### config.mk
export PLATFORM = sky130hd
export DESIGN_NAME = rxq_dma
export DESIGN_NICKNAME = d
export VERILOG_FILES = /design/src/pkg/rxq_pkg.sv /design/src/hdl/rxq_dma.sv
export SDC_FILE = /design/constraint.sdc
export NUM_CORES = 1
export LEC_CHECK = 0
export BUFFER_PORTS_ARGS = -buffer_cell sky130_fd_sc_hd__buf_2
export CAP_MARGIN = 25
export CELL_PAD_IN_SITES_DETAIL_PLACEMENT = 0
export CELL_PAD_IN_SITES_GLOBAL_PLACEMENT = 1
export CORE_MARGIN = 2
export CORE_UTILIZATION = 47
export CTS_CLUSTER_SIZE = 40
export DETAILED_ROUTE_END_ITERATION = 8
export PLACE_DENSITY_LB_ADDON = 0.1
export SLEW_MARGIN = 0
export SYNTH_ARGS = -nofsm -noshare
export SYNTH_HDL_FRONTEND = slang
export SYNTH_SLANG_ARGS = --single-unit
### constraint.sdc
create_clock -name ref_clk -period 9.2 [get_ports ref_clk]
set_input_delay 0.92 -clock ref_clk [delete_from_list [all_inputs] [get_ports ref_clk]]
set_output_delay 0.92 -clock ref_clk [all_outputs]
set_load 0.01 [all_outputs]
### src/pkg/rxq_pkg.sv
// constants, register map and state codes of the receive descriptor queue engine
package rxq_pkg;

    // ========================================================================
    // register offsets
    localparam logic [7:0] OFF_CQ1_CTRL  = 8'hbc;
    localparam logic [7:0] OFF_CQ2_CTRL  = 8'hc0;
    localparam logic [7:0] OFF_CQ1_CONS  = 8'hc4;
    localparam logic [7:0] OFF_CQ1_PROD  = 8'hc8;
    localparam logic [7:0] OFF_CQ2_PTRS  = 8'hcc;
    localparam logic [7:0] OFF_DMA_CTRL  = 8'hd0;
    localparam logic [7:0] OFF_BQ1_CTRL  = 8'hd4;
    localparam logic [7:0] OFF_BQ2_CTRL  = 8'hd8;
    localparam logic [7:0] OFF_BQ1_BASE  = 8'he0;
    localparam logic [7:0] OFF_BQ2_BASE  = 8'he4;
    localparam logic [7:0] OFF_BQ1_PTRS  = 8'he8;
    localparam logic [7:0] OFF_BQ2_PTRS  = 8'hec;

    // ========================================================================
    // field layouts
    localparam int          CQ_FMT_LSB     = 0;
    localparam logic [31:0] CQ_BASE_MASK   = 32'hffff_ff00;
    localparam int          DMA_CQ2_EN_BIT = 0;
    localparam int          DMA_SORT_LSB   = 1;
    localparam int          BQ_LEN_LSB     = 0;
    localparam int          BQ_POLL_BIT    = 16;
    localparam int          BQ_DEPTH_BIT   = 17;
    localparam int          BQ_WIDE_BIT    = 18;
    localparam int          BQ2_EN_BIT     = 16;
    localparam int          PTR_PROD_LSB   = 0;
    localparam int          PTR_CONS_LSB   = 16;
    localparam int          DESC_VALID_BIT = 0;
    localparam int          DESC_END_BIT   = 1;
    localparam logic [31:0] DESC_ADDR_MASK = 32'hffff_fffc;
    localparam logic [31:0] REG_RESET      = 32'h0000_0000;

    // ========================================================================
    // ring depths and index widths
    localparam int          BQ_IDX_W       = 11;
    localparam int          CQ_IDX_W       = 10;
    localparam logic [10:0] BQ_LAST_SMALL  = 11'h0ff;   // 256 entries
    localparam logic [10:0] BQ_LAST_LARGE  = 11'h7ff;   // 2048 entries
    localparam logic [9:0]  CQ_LAST        = 10'h3ff;   // 1024 entries
    localparam logic [2:0]  WORD_SHIFT     = 3'h2;      // 4-byte words

    // ========================================================================
    // completion formats and sort criteria
    localparam logic [1:0]  FMT_SHORT      = 2'h0;
    localparam logic [1:0]  FMT_BASIC      = 2'h1;
    localparam logic [1:0]  FMT_CSUM       = 2'h2;
    localparam logic [1:0]  FMT_FULL       = 2'h3;
    localparam logic [1:0]  SORT_FILTER    = 2'h0;
    localparam logic [1:0]  SORT_VLAN      = 2'h1;
    localparam logic [1:0]  SORT_SIZE      = 2'h2;

    // ========================================================================
    // short word layout
    localparam int          W0_LEN_LSB     = 0;
    localparam int          W0_END_LSB     = 16;
    localparam int          W0_RING_BIT    = 27;
    localparam int          W0_OK_BIT      = 28;
    localparam int          W0_ID_LSB      = 30;
    localparam logic [1:0]  COMP_ID        = 2'h1;

    // ========================================================================
    // engine states
    typedef enum logic [5:0] {
        RXQ_IDLE   = 6'h01,
        RXQ_FETCH  = 6'h02,
        RXQ_HIGH   = 6'h04,
        RXQ_HAND   = 6'h08,
        RXQ_XFER   = 6'h10,
        RXQ_CWRITE = 6'h20
    } rxq_state_t;

endpackage : rxq_pkg

### src/hdl/rxq_dma.sv
// receive descriptor queue engine: buffer fetch, sorting and completion writes
// What this block does
// - one completion entry per fully transferred frame
// - completion ring 1024 entries, base from control
// - format 00b writes one short word
// - format 01b adds status and vlan word
// - format 10b adds status and checksum word
// - format 11b writes four words incl timestamp
// - entry covers consecutive buffers the frame needed
// - two completion rings routed by sort criterion
// - width bit selects 32 or 64-bit descriptors
// - buffer ring depth 256 or 2048 entries
// - completion and buffer ring counts independent
// - single completion, two buffer rings: ring bit
// - two buffer rings chosen by sort criterion
// - device produces entries, software writes consumer index
// - polling ignores producer, waits for valid bit
// - when polling, end bit marks final descriptor of list
// - completion handling identical in both models
// - second ring buffer length is size threshold
module rxq_dma #(
    parameter int LEN_W = 16
) (
    input  wire logic             ref_clk,
    input  wire logic             rst_n,
    input  wire logic             reg_wr,
    input  wire logic             reg_rd,
    input  wire logic [7:0]       reg_addr,
    input  wire logic [31:0]      reg_wdata,
    output logic      [31:0]      reg_rdata,
    input  wire logic             frame_valid,
    output logic                  frame_ready,
    input  wire logic [LEN_W-1:0] frame_len,
    input  wire logic [11:0]      frame_vlan_id,
    input  wire logic [2:0]       frame_vlan_prio,
    input  wire logic             frame_filter_prio,
    input  wire logic [15:0]      frame_csum,
    input  wire logic [15:0]      frame_ext_status,
    input  wire logic [31:0]      frame_timestamp,
    input  wire logic             frame_done,
    output logic                  buf_valid,
    input  wire logic             buf_ready,
    output logic      [63:0]      buf_addr,
    output logic                  buf_ring,
    output logic                  mem_req,
    output logic                  mem_we,
    output logic      [63:0]      mem_addr,
    output logic      [31:0]      mem_wdata,
    input  wire logic             mem_ack,
    input  wire logic [31:0]      mem_rdata
);

    // ========================================================================
    // helpers
    function automatic logic [10:0] rxq_next_bidx(input logic [10:0] idx,
                                                  input logic [10:0] last);
        return (idx == last) ? 11'h000 : idx + 11'h001;
    endfunction : rxq_next_bidx

    function automatic logic [2:0] rxq_entry_words(input logic [1:0] fmt);
        case (fmt)
            rxq_pkg::FMT_SHORT: return 3'h1;
            rxq_pkg::FMT_FULL:  return 3'h4;
            default:            return 3'h2;
        endcase
    endfunction : rxq_entry_words

    // ========================================================================
    // register storage
    logic [31:0] cq_ctrl [2], bq_ctrl [2], bq_base [2];
    logic [31:0] dma_ctrl;
    logic [10:0] bq_prod [2], bq_cons [2];
    logic [9:0]  cq_cons [2], cq_prod [2];

    // engine state and latched frame
    rxq_pkg::rxq_state_t state;
    logic [LEN_W-1:0] len_q, rem_q;
    logic [11:0]      vid_q;
    logic [2:0]       prio_q;
    logic [15:0]      csum_q, ext_q;
    logic [31:0]      ts_q;
    logic             bsel, csel, first_q, end_bit_q;
    logic [10:0]      start_idx, end_idx;
    logic [2:0]       wcnt;

    // decoded configuration
    logic             polling, wide, bq2_en, cq2_en;
    logic [10:0]      bq_last;
    logic [1:0]       sort_mode, fmt;
    logic [2:0]       words;
    logic [LEN_W-1:0] blen;
    logic             sort_hi, avail, cq_full, mem_done, rd_need, wr_need;
    logic [63:0]      desc_addr, comp_addr;
    logic [31:0]      comp_word, next_rdata;

    // ring 1 control carries mode, depth and width for both buffer rings
    assign polling   = bq_ctrl[0][rxq_pkg::BQ_POLL_BIT];
    assign wide      = bq_ctrl[0][rxq_pkg::BQ_WIDE_BIT];
    assign bq_last   = bq_ctrl[0][rxq_pkg::BQ_DEPTH_BIT] ? rxq_pkg::BQ_LAST_LARGE
                                                         : rxq_pkg::BQ_LAST_SMALL;
    assign bq2_en    = bq_ctrl[1][rxq_pkg::BQ2_EN_BIT];
    assign cq2_en    = dma_ctrl[rxq_pkg::DMA_CQ2_EN_BIT];
    assign sort_mode = dma_ctrl[rxq_pkg::DMA_SORT_LSB +: 2];
    assign fmt       = cq_ctrl[csel][rxq_pkg::CQ_FMT_LSB +: 2];
    assign words     = rxq_entry_words(fmt);
    assign blen      = bq_ctrl[bsel][rxq_pkg::BQ_LEN_LSB +: LEN_W];
    assign mem_done  = mem_req & mem_ack;

    // sort decision on the arriving frame
    always_comb begin
        case (sort_mode)
            rxq_pkg::SORT_SIZE: sort_hi = frame_len <= bq_ctrl[1][rxq_pkg::BQ_LEN_LSB +: LEN_W];
            rxq_pkg::SORT_VLAN: sort_hi = frame_vlan_prio[2];
            default:            sort_hi = frame_filter_prio;
        endcase
    end

    // buffer availability: producer index only counts in the index model
    assign avail   = polling | (bq_cons[bsel] != bq_prod[bsel]);
    assign cq_full = (cq_prod[csel] + 10'h001) == cq_cons[csel];

    // ========================================================================
    // register writes from software
    always_ff @(posedge ref_clk or negedge rst_n) begin
        if (!rst_n) begin
            cq_ctrl[0] <= rxq_pkg::REG_RESET;
            cq_ctrl[1] <= rxq_pkg::REG_RESET;
            bq_ctrl[0] <= rxq_pkg::REG_RESET;
            bq_ctrl[1] <= rxq_pkg::REG_RESET;
            bq_base[0] <= rxq_pkg::REG_RESET;
            bq_base[1] <= rxq_pkg::REG_RESET;
            dma_ctrl   <= rxq_pkg::REG_RESET;
        end else if (reg_wr) begin
            case (reg_addr)
                rxq_pkg::OFF_CQ1_CTRL: cq_ctrl[0] <= reg_wdata;
                rxq_pkg::OFF_CQ2_CTRL: cq_ctrl[1] <= reg_wdata;
                rxq_pkg::OFF_DMA_CTRL: dma_ctrl   <= reg_wdata;
                rxq_pkg::OFF_BQ1_CTRL: bq_ctrl[0] <= reg_wdata;
                rxq_pkg::OFF_BQ2_CTRL: bq_ctrl[1] <= reg_wdata;
                rxq_pkg::OFF_BQ1_BASE: bq_base[0] <= reg_wdata;
                rxq_pkg::OFF_BQ2_BASE: bq_base[1] <= reg_wdata;
                default: ;
            endcase
        end
    end

    // software-owned indices: buffer producers, completion consumers
    always_ff @(posedge ref_clk or negedge rst_n) begin
        if (!rst_n) begin
            bq_prod[0] <= '0;
            bq_prod[1] <= '0;
            cq_cons[0] <= '0;
            cq_cons[1] <= '0;
        end else if (reg_wr) begin
            case (reg_addr)
                rxq_pkg::OFF_BQ1_PTRS: bq_prod[0] <= reg_wdata[rxq_pkg::PTR_PROD_LSB +: 11];
                rxq_pkg::OFF_BQ2_PTRS: bq_prod[1] <= reg_wdata[rxq_pkg::PTR_PROD_LSB +: 11];
                rxq_pkg::OFF_CQ1_CONS: cq_cons[0] <= reg_wdata[rxq_pkg::PTR_PROD_LSB +: 10];
                rxq_pkg::OFF_CQ2_PTRS: cq_cons[1] <= reg_wdata[rxq_pkg::PTR_PROD_LSB +: 10];
                default: ;
            endcase
        end
    end

    // read mux, unmapped offsets read zero
    always_comb begin
        next_rdata = rxq_pkg::REG_RESET;
        case (reg_addr)
            rxq_pkg::OFF_CQ1_CTRL: next_rdata = cq_ctrl[0];
            rxq_pkg::OFF_CQ2_CTRL: next_rdata = cq_ctrl[1];
            rxq_pkg::OFF_DMA_CTRL: next_rdata = dma_ctrl;
            rxq_pkg::OFF_BQ1_CTRL: next_rdata = bq_ctrl[0];
            rxq_pkg::OFF_BQ2_CTRL: next_rdata = bq_ctrl[1];
            rxq_pkg::OFF_BQ1_BASE: next_rdata = bq_base[0];
            rxq_pkg::OFF_BQ2_BASE: next_rdata = bq_base[1];
            rxq_pkg::OFF_CQ1_CONS: next_rdata[rxq_pkg::PTR_PROD_LSB +: 10] = cq_cons[0];
            rxq_pkg::OFF_CQ1_PROD: next_rdata[rxq_pkg::PTR_PROD_LSB +: 10] = cq_prod[0];
            rxq_pkg::OFF_CQ2_PTRS: begin
                next_rdata[rxq_pkg::PTR_PROD_LSB +: 10] = cq_cons[1];
                next_rdata[rxq_pkg::PTR_CONS_LSB +: 10] = cq_prod[1];
            end
            rxq_pkg::OFF_BQ1_PTRS: begin
                next_rdata[rxq_pkg::PTR_PROD_LSB +: 11] = bq_prod[0];
                next_rdata[rxq_pkg::PTR_CONS_LSB +: 11] = bq_cons[0];
            end
            rxq_pkg::OFF_BQ2_PTRS: begin
                next_rdata[rxq_pkg::PTR_PROD_LSB +: 11] = bq_prod[1];
                next_rdata[rxq_pkg::PTR_CONS_LSB +: 11] = bq_cons[1];
            end
            default: ;
        endcase
    end

    // read data registered, valid the cycle after reg_rd
    always_ff @(posedge ref_clk or negedge rst_n) begin
        if (!rst_n) begin
            reg_rdata <= rxq_pkg::REG_RESET;
        end else if (reg_rd) begin
            reg_rdata <= next_rdata;
        end
    end

    // ========================================================================
    // host memory addresses
    always_comb begin
        desc_addr = 64'(bq_base[bsel]) + (64'(bq_cons[bsel]) << (wide ? 3'h3 : 3'h2));
        if (state == rxq_pkg::RXQ_HIGH) begin
            desc_addr = desc_addr + (64'h1 << rxq_pkg::WORD_SHIFT);
        end
        comp_addr = 64'(cq_ctrl[csel] & rxq_pkg::CQ_BASE_MASK)
                  + ((64'(cq_prod[csel]) * 64'(words) + 64'(wcnt)) << rxq_pkg::WORD_SHIFT);
    end

    // completion word for the current word slot
    always_comb begin
        comp_word = '0;
        case (wcnt)
            3'h0: begin
                comp_word[rxq_pkg::W0_LEN_LSB +: 16] = 16'(len_q);
                comp_word[rxq_pkg::W0_END_LSB +: 11] = end_idx;
                comp_word[rxq_pkg::W0_RING_BIT]      = ~cq2_en & bq2_en & bsel;
                comp_word[rxq_pkg::W0_OK_BIT]        = 1'b1;
                comp_word[rxq_pkg::W0_ID_LSB +: 2]   = rxq_pkg::COMP_ID;
            end
            3'h1: begin
                case (fmt)
                    rxq_pkg::FMT_BASIC: comp_word = {ext_q, 1'b0, prio_q, vid_q};
                    rxq_pkg::FMT_CSUM:  comp_word = {ext_q, csum_q};
                    default:            comp_word = {ext_q, 5'h00, start_idx};
                endcase
            end
            3'h2: comp_word = {1'b0, prio_q, vid_q, csum_q};
            default: comp_word = ts_q;
        endcase
    end

    // ========================================================================
    // memory port: one request outstanding, held until acknowledged
    assign rd_need = (state == rxq_pkg::RXQ_FETCH && avail) || state == rxq_pkg::RXQ_HIGH;
    assign wr_need = state == rxq_pkg::RXQ_CWRITE && !(wcnt == 3'h0 && cq_full);

    always_ff @(posedge ref_clk or negedge rst_n) begin
        if (!rst_n) begin
            mem_req   <= 1'b0;
            mem_we    <= 1'b0;
            mem_addr  <= '0;
            mem_wdata <= '0;
        end else if (mem_req) begin
            if (mem_ack) begin
                mem_req <= 1'b0;
            end
        end else if (rd_need) begin
            mem_req  <= 1'b1;
            mem_we   <= 1'b0;
            mem_addr <= desc_addr;
        end else if (wr_need) begin
            mem_req   <= 1'b1;
            mem_we    <= 1'b1;
            mem_addr  <= comp_addr;
            mem_wdata <= comp_word;
        end
    end

    // ========================================================================
    // frame sequencing
    assign frame_ready = state == rxq_pkg::RXQ_IDLE;
    assign buf_valid   = state == rxq_pkg::RXQ_HAND;

    always_ff @(posedge ref_clk or negedge rst_n) begin
        if (!rst_n) begin
            state     <= rxq_pkg::RXQ_IDLE;
            len_q     <= '0;
            rem_q     <= '0;
            vid_q     <= '0;
            prio_q    <= '0;
            csum_q    <= '0;
            ext_q     <= '0;
            ts_q      <= '0;
            bsel      <= 1'b0;
            csel      <= 1'b0;
            first_q   <= 1'b0;
            end_bit_q <= 1'b0;
            start_idx <= '0;
            end_idx   <= '0;
            wcnt      <= '0;
            buf_addr  <= '0;
            buf_ring  <= 1'b0;
            bq_cons[0] <= '0;
            bq_cons[1] <= '0;
            cq_prod[0] <= '0;
            cq_prod[1] <= '0;
        end else begin
            case (state)
                rxq_pkg::RXQ_IDLE: begin
                    if (frame_valid) begin
                        len_q   <= frame_len;
                        rem_q   <= frame_len;
                        vid_q   <= frame_vlan_id;
                        prio_q  <= frame_vlan_prio;
                        csum_q  <= frame_csum;
                        ext_q   <= frame_ext_status;
                        ts_q    <= frame_timestamp;
                        bsel    <= bq2_en & sort_hi;
                        csel    <= cq2_en & sort_hi;
                        first_q <= 1'b1;
                        state   <= rxq_pkg::RXQ_FETCH;
                    end
                end
                rxq_pkg::RXQ_FETCH: begin
                    // when polling, an invalid descriptor is simply polled again
                    if (mem_done && (!polling || mem_rdata[rxq_pkg::DESC_VALID_BIT])) begin
                        buf_addr  <= {32'h0000_0000, mem_rdata & rxq_pkg::DESC_ADDR_MASK};
                        end_bit_q <= polling & mem_rdata[rxq_pkg::DESC_END_BIT];
                        state     <= wide ? rxq_pkg::RXQ_HIGH : rxq_pkg::RXQ_HAND;
                    end
                end
                rxq_pkg::RXQ_HIGH: begin
                    if (mem_done) begin
                        buf_addr[63:32] <= mem_rdata;
                        state           <= rxq_pkg::RXQ_HAND;
                    end
                end
                rxq_pkg::RXQ_HAND: begin
                    buf_ring <= bsel;
                    if (buf_ready) begin
                        first_q <= 1'b0;
                        end_idx <= bq_cons[bsel];
                        if (first_q) begin
                            start_idx <= bq_cons[bsel];
                        end
                        // end descriptor or last entry returns the ring to zero
                        bq_cons[bsel] <= end_bit_q ? '0 : rxq_next_bidx(bq_cons[bsel], bq_last);
                        if (rem_q <= blen) begin
                            state <= rxq_pkg::RXQ_XFER;
                        end else begin
                            rem_q <= rem_q - blen;
                            state <= rxq_pkg::RXQ_FETCH;
                        end
                    end
                end
                rxq_pkg::RXQ_XFER: begin
                    if (frame_done) begin
                        wcnt  <= '0;
                        state <= rxq_pkg::RXQ_CWRITE;
                    end
                end
                rxq_pkg::RXQ_CWRITE: begin
                    if (mem_done) begin
                        if (wcnt + 3'h1 == words) begin
                            cq_prod[csel] <= (cq_prod[csel] == rxq_pkg::CQ_LAST) ? '0
                                           : cq_prod[csel] + 10'h001;
                            state         <= rxq_pkg::RXQ_IDLE;
                        end else begin
                            wcnt <= wcnt + 3'h1;
                        end
                    end
                end
                default: state <= rxq_pkg::RXQ_IDLE;
            endcase
        end
    end

endmodule : rxq_dma

Word-level counts from Yosys, hierarchy flattened:

Cells that the tools add are included.

* shift-type cells: 1
* reduce and logical (&&, ||, !) cells: 39
* equality and inequality tests: 39
* add/sub/neg operators: 8
* magnitude comparators: 6
* multiply operators: 1
* muxes and demuxes: 77
* bitwise logic cells: 12

Operators with widths (count)
* $mux W64: 4
* $mux W32: 7
* $pmux W10 S12: 1
* $mux W11: 10
* $pmux W10 S10: 1
* $eq A8 B8 Y1 const B: 12
* $mux W16: 6
* $pmux W29 S3: 1
* $mux W10: 8
* $pmux W5 S7: 2
* $add A32 B64 Y64: 1
* $add A64 B3 Y64 const B: 1
* $pmux W16 S2: 2
* $pmux W32 S2: 1
* $shl A11 B2 Y64: 1
* $mux W6: 7
* $pmux W6 S6: 1
* $add A32 B16 Y33: 1
* $le A16 B16 Y1: 2
* $reduce_and A2 Y1: 15
* $bwmux W22: 1
* $bwmux W20: 1
* $pmux W1 S9: 2
* $sub A16 B16 Y16: 1
* 47 further kinds: 94

* logic and storage cells: 221
* flip-flop bits (word level): 647

Depth between registers and ports, before layout:

Gate-level depths: netlist (run 1).

* depth after elaboration: 12
* depth in mapped cells: 36

Least setup slack after synthesis (run 1):

No wires, ideal clock.

* path type: flip-flop to flip-flop
* from: register csel
* to: register mem_addr[25]
* data arrival time: 7909 ps
* required time: 9069 ps
* library setup time: 131 ps
* setup slack: 1160 ps
* clock period less this slack: 8040 ps
* cell stages (with the launch flop): 37
* path through: dfrtp_1 > buf_4 > buf_6 > buf_4 > buf_2 > buf_2 > buf_1 > clkbuf_1 > mux2i_1 > ha_1 > clkbuf_1 > clkbuf_1 > clkbuf_1 > nand2_1 > fa_1 > inv_1 > fa_1 > inv_1 > fa_1 > nor2b_1 > o21ai_0 > a21boi_0 > o21ai_0 > a21boi_0 > o21ai_0 > a21boi_0 > or4_1 > nand3_1 > ha_1 > o21a_1 > nor2_1 > or3_1 > a21oi_1 > xnor2_1 > nand3_1 > o21ai_0 > or3_1

* longest elaborated chain between the ends: 11
* elaborated cells on any way between the ends: 25
* classes of those cells: add/sub: 3; mul: 1; eq/ne: 2; mux: 12; bitwise: 1; reduce/logical: 6

RTL lines
* start: declaration: RTL line rxq_dma.sv:82 `logic bsel, csel, first_q, end_bit_q;`
* start signal: assignment: RTL line rxq_dma.sv:304 `csel <= cq2_en & sort_hi;`
* $not A1 Y2 (implied by the code) (*)
* $mux W32 (implied by the code) or $mux W10 (tied branches) (3 in series): RTL line rxq_dma.sv:210, rxq_dma.sv:120, rxq_dma.sv:211
* $eq A2 B2 Y1, or another cell as far along: RTL line rxq_dma.sv:61 `case (fmt)`
* $pmux W3 S2 or $eq A10 B10 Y1 (tied branches): RTL line rxq_dma.sv:61, rxq_dma.sv:120
* $mul A10 B3 Y13 or $logic_and A1 B1 Y1 (tied branches): RTL line rxq_dma.sv:211, rxq_dma.sv:240
* $add A13 B3 Y14 or $logic_not A1 Y1 (tied branches): RTL line rxq_dma.sv:211, rxq_dma.sv:240
* $add A32 B16 Y33 or $logic_and A1 B1 Y1 (tied branches): RTL line rxq_dma.sv:211, rxq_dma.sv:240
* $mux W64 or $reduce_bool A2 Y1 (tied branches)
* $mux W64 or $reduce_and A2 Y1 (tied branches)
* end signal: assignment: RTL line rxq_dma.sv:255 `mem_addr <= desc_addr;`
* end signal: assignment: RTL line rxq_dma.sv:259 `mem_addr <= comp_addr;`
* end: declaration: RTL line rxq_dma.sv:47 `output logic [63:0] mem_addr,`

Every way passes the cells marked *; elsewhere a longest branch is shown, timed or not. The select of a mux whose other input is x is not followed.
A chain may end at the register's enable or synchronous reset.

Final worst setup path (run 1):

Same ends and word-level chain as after synthesis.

==> results.md, run 1 <==
- Worst slew pin tran: 1.15 ns
- Area share of the largest cell type after synthesis: 46.0%
- Post-detail-place hpwl: 84000 um
- Final core occ: 54.6%
- # hold bufs at CTS: 0
- GP Congestion: a little over 0.9
- WL final: 116000 um
- Static Leak: 17.8 nW
- Worst R2R Start: csel
- Hold Fails Final Rpt: 0
- Syn Inst Count: 3062
- Commonest register cell after synthesis: dfrtp_1
- Hold slack: between 0.2 and 0.3 ns
- #FFs+latches synth: 617
- Core area: 0.0703 sq mm
- Count leader, synth: dfrtp_1
- Placed Instances: around 4200
- Synth Warn #: 0
- Cell Area, Synth: 0.0335 sq mm
- Die W: 271 um
- Fin area: 0.0383 sq mm
- Reg2reg path depth: 27
- Row count: 97
- Comb pwr share: 26.0%
- Capturing point of the worst reg2reg path: mem_addr[25]
- Syn_area_per_cell: ~11 sq um
- Sum Neg Setup Slack: 0 ns
- Post-synth EDFFs: 0
- Post-CTS Resized: 0
- # H-tree levels: 3
- Setup violators final: 0
- Clock root buffer: clkbuf_16
- GRT Max-Usage Layer: met2
- Min-Delay Path Class: in -> async
- CTS Buffer Depth: 3
- Peak VDD IR: 0.000173 V
- Layout cells sized above 1: 29.1%
- DP Area: 0.0360 sq mm
- Met3 GRT Util: around 7.2%
- Clock share of power: approximately 32%
- Most common library cells after synthesis: dfrtp_1 (616), mux2_2 (438), nand2_1 (205), a21oi_1 (129), nor2_1 (129)
- Via density: 6.10
- Largest net degree at the start of global routing: 168
- Fin cells: 4341
- Total internal power: 5.86 mW
- GR met2 Demand/Resource: 46.7%
- First-pass GRT wire length: 173000 um
- Minimum clock period after layout: 7.09 ns
- Fmax: 141 MHz
- Final Max Tran Viols: 0
- Initial antenna violation count: 14
- Switching share of power: 32.4%
- Layout area overhead: 14.3%
- Cts bufs inserted: 70
- Worst Setup Start Kind: flip-flop
- Fin crit share: 77.1%
- Status: finished clean
- Vias post-DR: 26479
- CTS tree: done
- Synth async-reset ratio: 100%
- # DRC: 0
- Area leader, netlist: dfrtp_1
- Final Skew: ~0.023 ns
- Starting Density: 47.7%
- P_sw: 2.80 mW
- Final worst setup slack: 2.11 ns
- Antenna viol nets, final: 0
- First-pass DRT Iterations: 8
- Max_slew headroom: 23.1%
- Crit path arrival time: approximately 7.6 ns
- GRT Residual Overflow: 0
- RSZ-0062 raised after global routing: false
- M1 GR Usage: between 40% and 50%
- CP max FO: 35
- Critical Path RT: 9.70 ns
- Critical path type: reg -> reg
- Library cells used by synthesis: 86
- Place WS: 2.27 ns
- Final Power: 8.67 mW
- Die Y: 271 um
- Register-to-register setup slack: between 2 and 2.5 ns
- # Post-CTS Setup Buffers: 0
- PortBufs: 340
- Sink Count: 617
- Number of global-route vias before repair: 26652
- WL/cell: approximately 27 um
- Sequential share of power: 41.8%
- GRT Util Overall: 31.2%
- Die area: between 0.07 and 0.08 sq mm
- Nets: 3622
- Boundary pin count: 373
- Clock transition at the registers of the reported paths: roughly 0.06 ns
- CP Capture Type: flip-flop
- Initial DRC count: 2514
- Worst skew pair latency: 0.63 ns
- Post-synthesis sequential area ratio: a little under half
- Pwr/cell area: 226 mW/mm^2
- Max-cap violations: 0
- Largest cells by area after synthesis: dfrtp_1 (46%), mux2_2 (15%), ha_1 (3.3%), mux2i_1 (2.5%), nand2_1 (2.3%)
[sequential cells by signal (all words and copies together) (netlist names), 6 cells and up]
name and flops:
rem_q 16, bq_base 64, state 6, bq_prod 22, len_q 16, ext_q 16, cq_prod 20, cq_ctrl 64
bq_ctrl 63, mem_wdata 32, vid_q 12, csum_q 16, mem_addr 34, end_idx 11, buf_addr 62, dma_ctrl 32
ts_q 32, cq_cons 20, bq_cons 22, start_idx 11, reg_rdata 32
[worst max-delay path: stages (launching register included)]
cell and delay (ns):
dfrtp_2 0.40, mux2i_1 0.55, ha_1 0.24, buf_4 0.33, nand2_1 0.13, fa_1 0.52
inv_1 0.05, fa_1 0.52, inv_1 0.06, fa_1 0.45, nor2b_1 0.12, o21ai_0 0.10
a21boi_0 0.25, o21ai_0 0.15, a21boi_0 0.25, o21ai_0 0.14, a21boi_0 0.38, or4_1 0.17
nand3_1 0.08, ha_1 0.37, o21a_1 0.14, nor2_1 0.05, or3_1 0.38, a21oi_1 0.42
xnor2_1 0.14, nand3_1 0.12, o21ai_0 0.07, or3_1 0.38
[per-layer routing]
| layer | routed length (um) | up-vias |
|---|---|---|
| met3 | 9850 | 177 |
| met5 | 66 | - |
| met4 | 3300 | 10 |
| met1 | 51300 | 13470 |
| met2 | 51400 | 987 |
| li1 | - | 11835 |
[cells in the final DEF (no fill, tap or decap), types with 11 or more instances in the layout]
cell type / netlist / final
mux2_2: 438 / 438
and3_1: 33 / 33
a222oi_1: 24 / 24
a41o_1: 11 / 11
conb_1: 1 / 32
mux2i_1: 85 / 85
a22oi_1: 98 / 98
clkbuf_16: 0 / 71
o211ai_1: 28 / 28
dfrtp_1: 616 / 614
nor4_1: 12 / 12
nor2_1: 129 / 121
a21o_1: 30 / 30
inv_1: 86 / 86
xor2_1: 52 / 52
and2_1: 18 / 18
nand4_1: 31 / 31
o22ai_1: 32 / 31
nand3_1: 47 / 47
o21ai_0: 124 / 124
o31ai_1: 11 / 11
a211oi_1: 12 / 12
a221oi_1: 46 / 46
a31oi_1: 19 / 19
nor3_1: 40 / 39
buf_4: 37 / 50
nand2_1: 205 / 205
ha_1: 89 / 89
fa_1: 13 / 13
a21oi_1: 129 / 129
xnor2_1: 76 / 76
nand3b_1: 16 / 16
nand2b_1: 17 / 17
buf_2: 18 / 339
clkbuf_1: 124 / 17
a22o_1: 72 / 72
o21a_1: 17 / 17
nor2b_1: 46 / 43
clkbuf_8: 0 / 18
[kinds of logic after synthesis]
group	synth area share, %
compound gates	15.6
flops	46.1
other cells	0.0112
fa+ha+maj	4.10
mux	17.3
buf+inv	3.95
simple gates	9.60
xor+xnor	3.39
[how the worst max path moves through the flow]
| stage | slack (ns) | depth (start not counted) | end | startpoint |
|---|---|---|---|---|
| after detailed placement | 2.27 | 27 | mem_addr[25] | csel |
| after floorplan | 1.16 | 36 | mem_addr[25] | csel |
| final | 2.11 | 27 | mem_addr[25] | csel |
| after global routing | 1.49 | 27 | mem_addr[26] | csel |
| after global placement | 2.36 | 27 | mem_addr[25] | csel |
| after CTS | 2.24 | 27 | mem_addr[25] | csel |
[final cells by class]
type	instances	area, sq um
multi-input cells	2174	16900
well taps	940	1180
clock buffers	106	2090
diodes	5	12.5
flip-flops and latches	617	15400
fillers	6282	31900
repair buffers	395	2180
inverters	86	323
clock inverters	18	186
[power groups by stage]
stage	Sequential (mW)	Clock, mW	Combinational [mW]
global route	3.68	2.95	2.47
detailed placement	3.65	0	2.25
finish	3.62	2.79	2.25
CTS	3.61	2.83	2.26
global placement	3.63	0	2.18
floorplan	3.58	0	1.48
(Power assumes the default switching activity.)
==> run 2, diff against run 1 <==
- ABC_AREA: not set -> 1
- CORE_UTILIZATION: 47 -> 44
- clock period: 9.2 -> 7.3 ns (I/O delays scaled with it)
==> results.md, run 2 <==
- Area share of the largest cell type after synthesis: between 40 and 50%
- CP startpoint: csel
- WL/cell: 20.8 um
- Crit path arrival time: about 7.2 ns
- Die Y: 285 um
- Largest cells by area after synthesis: dfrtp_1 (44%), nand2_1 (16%), o21ai_0 (9.5%), inv_1 (5.3%), nand3_1 (3.5%)
- Status: finished clean
- GRT Util Overall: 30.4%
- Fmax: 151 MHz
- Register-to-register setup slack: approximately 0.66 ns
- Area leader, netlist: dfrtp_1
- CP Capture Type: flip-flop
- #FFs+latches synth: 617
- Syn_area_per_cell: 7.54 sq um
- Min-Delay Path Class: in -> async
- Filler Cells Inserted: 7930
- Post-synth EDFFs: 0
- Area of the multi-input gates: 0.0163 sq mm
- Max-cap violations: 0
- Worst Setup Start Kind: flip-flop
- Boundary pin count: around 370
- Starting Density: roughly 45%
- Critical path type: reg -> reg
- Most common cell after layout, fill and taps aside: nand2_1
- Post-detail-place hpwl: 91500 um
- Synth async-reset ratio: between 90% and 100%
- Biggest regs: bq_base (64), cq_ctrl (64), bq_ctrl (63)
- Via density: 5.38
- Initial DRC count: 3340
- Reg2reg path depth: 26
- Clock root buffer: clkbuf_16
- Syn Inst Count: 4602
- Nets: 5149
- Worst skew pair latency: 0.63 ns
- PortBufs: 340
- Max_slew headroom: 20.8%
- Layout cells sized above 1: 13.3%
- Sink Count: slightly above 600
- # DRC: 0
- Final worst setup slack: 0.661 ns
- Core area: 0.0777 sq mm
- Static Leak: 19.4 nW
- Setup violators final: 0
- WL final: 124000 um
- Final Power: roughly 13 mW
- Antenna viol nets, final: 0
- CP max FO: 15
- First-pass GRT wire length: 189000 um
- GP Congestion: between 0.9 and 1
- Post-synthesis sequential area ratio: 44.5%
- Place WS: 0.502 ns
- Placed Instances: slightly below 6000
- Worst slew pin tran: 1.18 ns
- Number of global-route vias before repair: 29918
- Sum Neg Setup Slack: 0 ns
- Final Max Tran Viols: 0
- Clock transition at the registers of the reported paths: about 0.060 ns
- Die area: 0.0811 sq mm
- Row count: 102
- Initial antenna violation count: 9
- # Post-CTS Setup Buffers: 0
- Commonest register cell after synthesis: dfrtp_1
- Setup crit end: mem_addr[28]
- Library cells used by synthesis: 67
- Cell Area, Synth: 0.0347 sq mm
- Die W: 285 um
- Synth Warn #: 0
- Cts bufs inserted: 74
- Vias post-DR: about 32000
- # H-tree levels: 3
- Register area: 0.0154 sq mm
- Layout area overhead: 14.4%
- RSZ-0062 raised after global routing: false
- Fin cells: 5969
- Most common library cells after synthesis: nand2_1 (1459), o21ai_0 (660), dfrtp_1 (616), inv_1 (493), nand3_1 (242)
- Peak VDD IR: 0.000164 V
- Hold Fails Final Rpt: 0
- Capturing point of the worst reg2reg path: mem_addr[28]
- First-pass DRT Iterations: 7
- Count leader, synth: nand2_1
- Worst R2R Start: csel
- Final Skew: 0.0201 ns
- Most frequent cells in the layout: nand2_1 (1453), o21ai_0 (660), dfrtp_1 (614), inv_1 (492), buf_2 (341)
- CTS tree: done
- GRT Residual Overflow: 0
- Fin crit share: roughly nine tenths
- Minimum clock period after layout: about 6.6 ns
- CTS Buffer Depth: 3
- Pwr/cell area: 335 mW/mm^2
- Critical Path RT: 7.81 ns
- Largest net degree at the start of global routing: 142
## run 2: layout make-up
| cell class | instances | area share (%) |
|---|---|---|
| timing repair buffer | 400 | 5.60 |
| antenna | 3 | 0.0189 |
| inverter | 516 | 4.89 |
| clock inverter | 24 | 0.751 |
| sequential | 617 | 38.9 |
| clock buffer | 107 | 5.44 |
| tap | 1040 | 3.28 |
| multi-input combinational | 3262 | 41.1 |
## run 2: power breakdown
| part | internal, mW | switching, mW | leakage (nW) |
|---|---|---|---|
| Sequential | 4.24 | 0.450 | 8.10 |
| Clock | 2.24 | 1.53 | 1.22 |
| Combinational | 1.55 | 3.27 | 10.1 |
## run 2: worst min-delay path by stage
stage	cells past startpoint	endpoint	start	slack, ns
after CTS	1	ext_q[15]	rst_n	0.19
after detailed placement	2	mem_addr[2]	mem_addr[2]	0.46
final	1	ext_q[15]	rst_n	0.14
after floorplan	0	bq2_en	rst_n	0.43
after global placement	2	mem_addr[7]	mem_addr[7]	0.45
after global routing	1	ext_q[15]	rst_n	0.21
## run 2: per-stage QoR
step / hold WS, ns / utilization [%] / area, sq um
after floorplan: 0.434 / - / 34800
after global placement: 0.449 / 47.7 / 37100
after detailed placement: 0.456 / 47.8 / 37100
after CTS: 0.186 / 50.9 / 39600
after global routing: 0.206 / 51.0 / 39700
final: 0.143 / 51.0 / 39700
## run 2: worst max-delay path, stage by stage, from the launching register on
cell and delay [ns]:
dfrtp_2 0.47, o21ai_0 0.46, ha_2 0.47, nand2_1 0.13, fa_1 0.53, inv_1 0.06
fa_1 0.54, inv_1 0.07, fa_1 0.46, nand3b_1 0.17, and2_1 0.19, o41ai_1 0.46
a21oi_1 0.12, o21bai_1 0.22, nand2_1 0.08, a21oi_1 0.16, ha_1 0.29, nand4_1 0.11
o21ai_0 0.47, nand2_1 0.26, nor2_2 0.23, inv_1 0.11, nor3_1 0.12, nand3b_1 0.12
inv_1 0.04, a21oi_1 0.11, a21oi_1 0.08
## run 2: logic make-up after synthesis
kind of cell,Yosys count,share of synthesized area (%)
compound gates,992,16.1
xor+xnor,37,0.934
fa+ha+maj,102,3.96
buf+inv,754,9.03
flops,617,44.5
mux,23,0.729
other cells,1,0.0108
simple gates,2076,24.7
## run 2: routing by layer
layer | GRT usage [%] | wire [um] | part of all wire [%] | vias to the layer above
met1 | 45.5 | 57200 | 46 | 15315
li1 | - | - | - | 15493
met2 | 45.4 | 54200 | 44 | 1110
met5 | 0 | 33 | 0.027 | -
met4 | 7.82 | 2790 | 2.2 | 6
met3 | 5.38 | 10200 | 8.2 | 161
## run 2: what timing repair did
action / in CTS / in global routing
endpoints found under the setup margin: 0 / 2
resized for setup: 0 / 1
hold buffers: 0 / 0
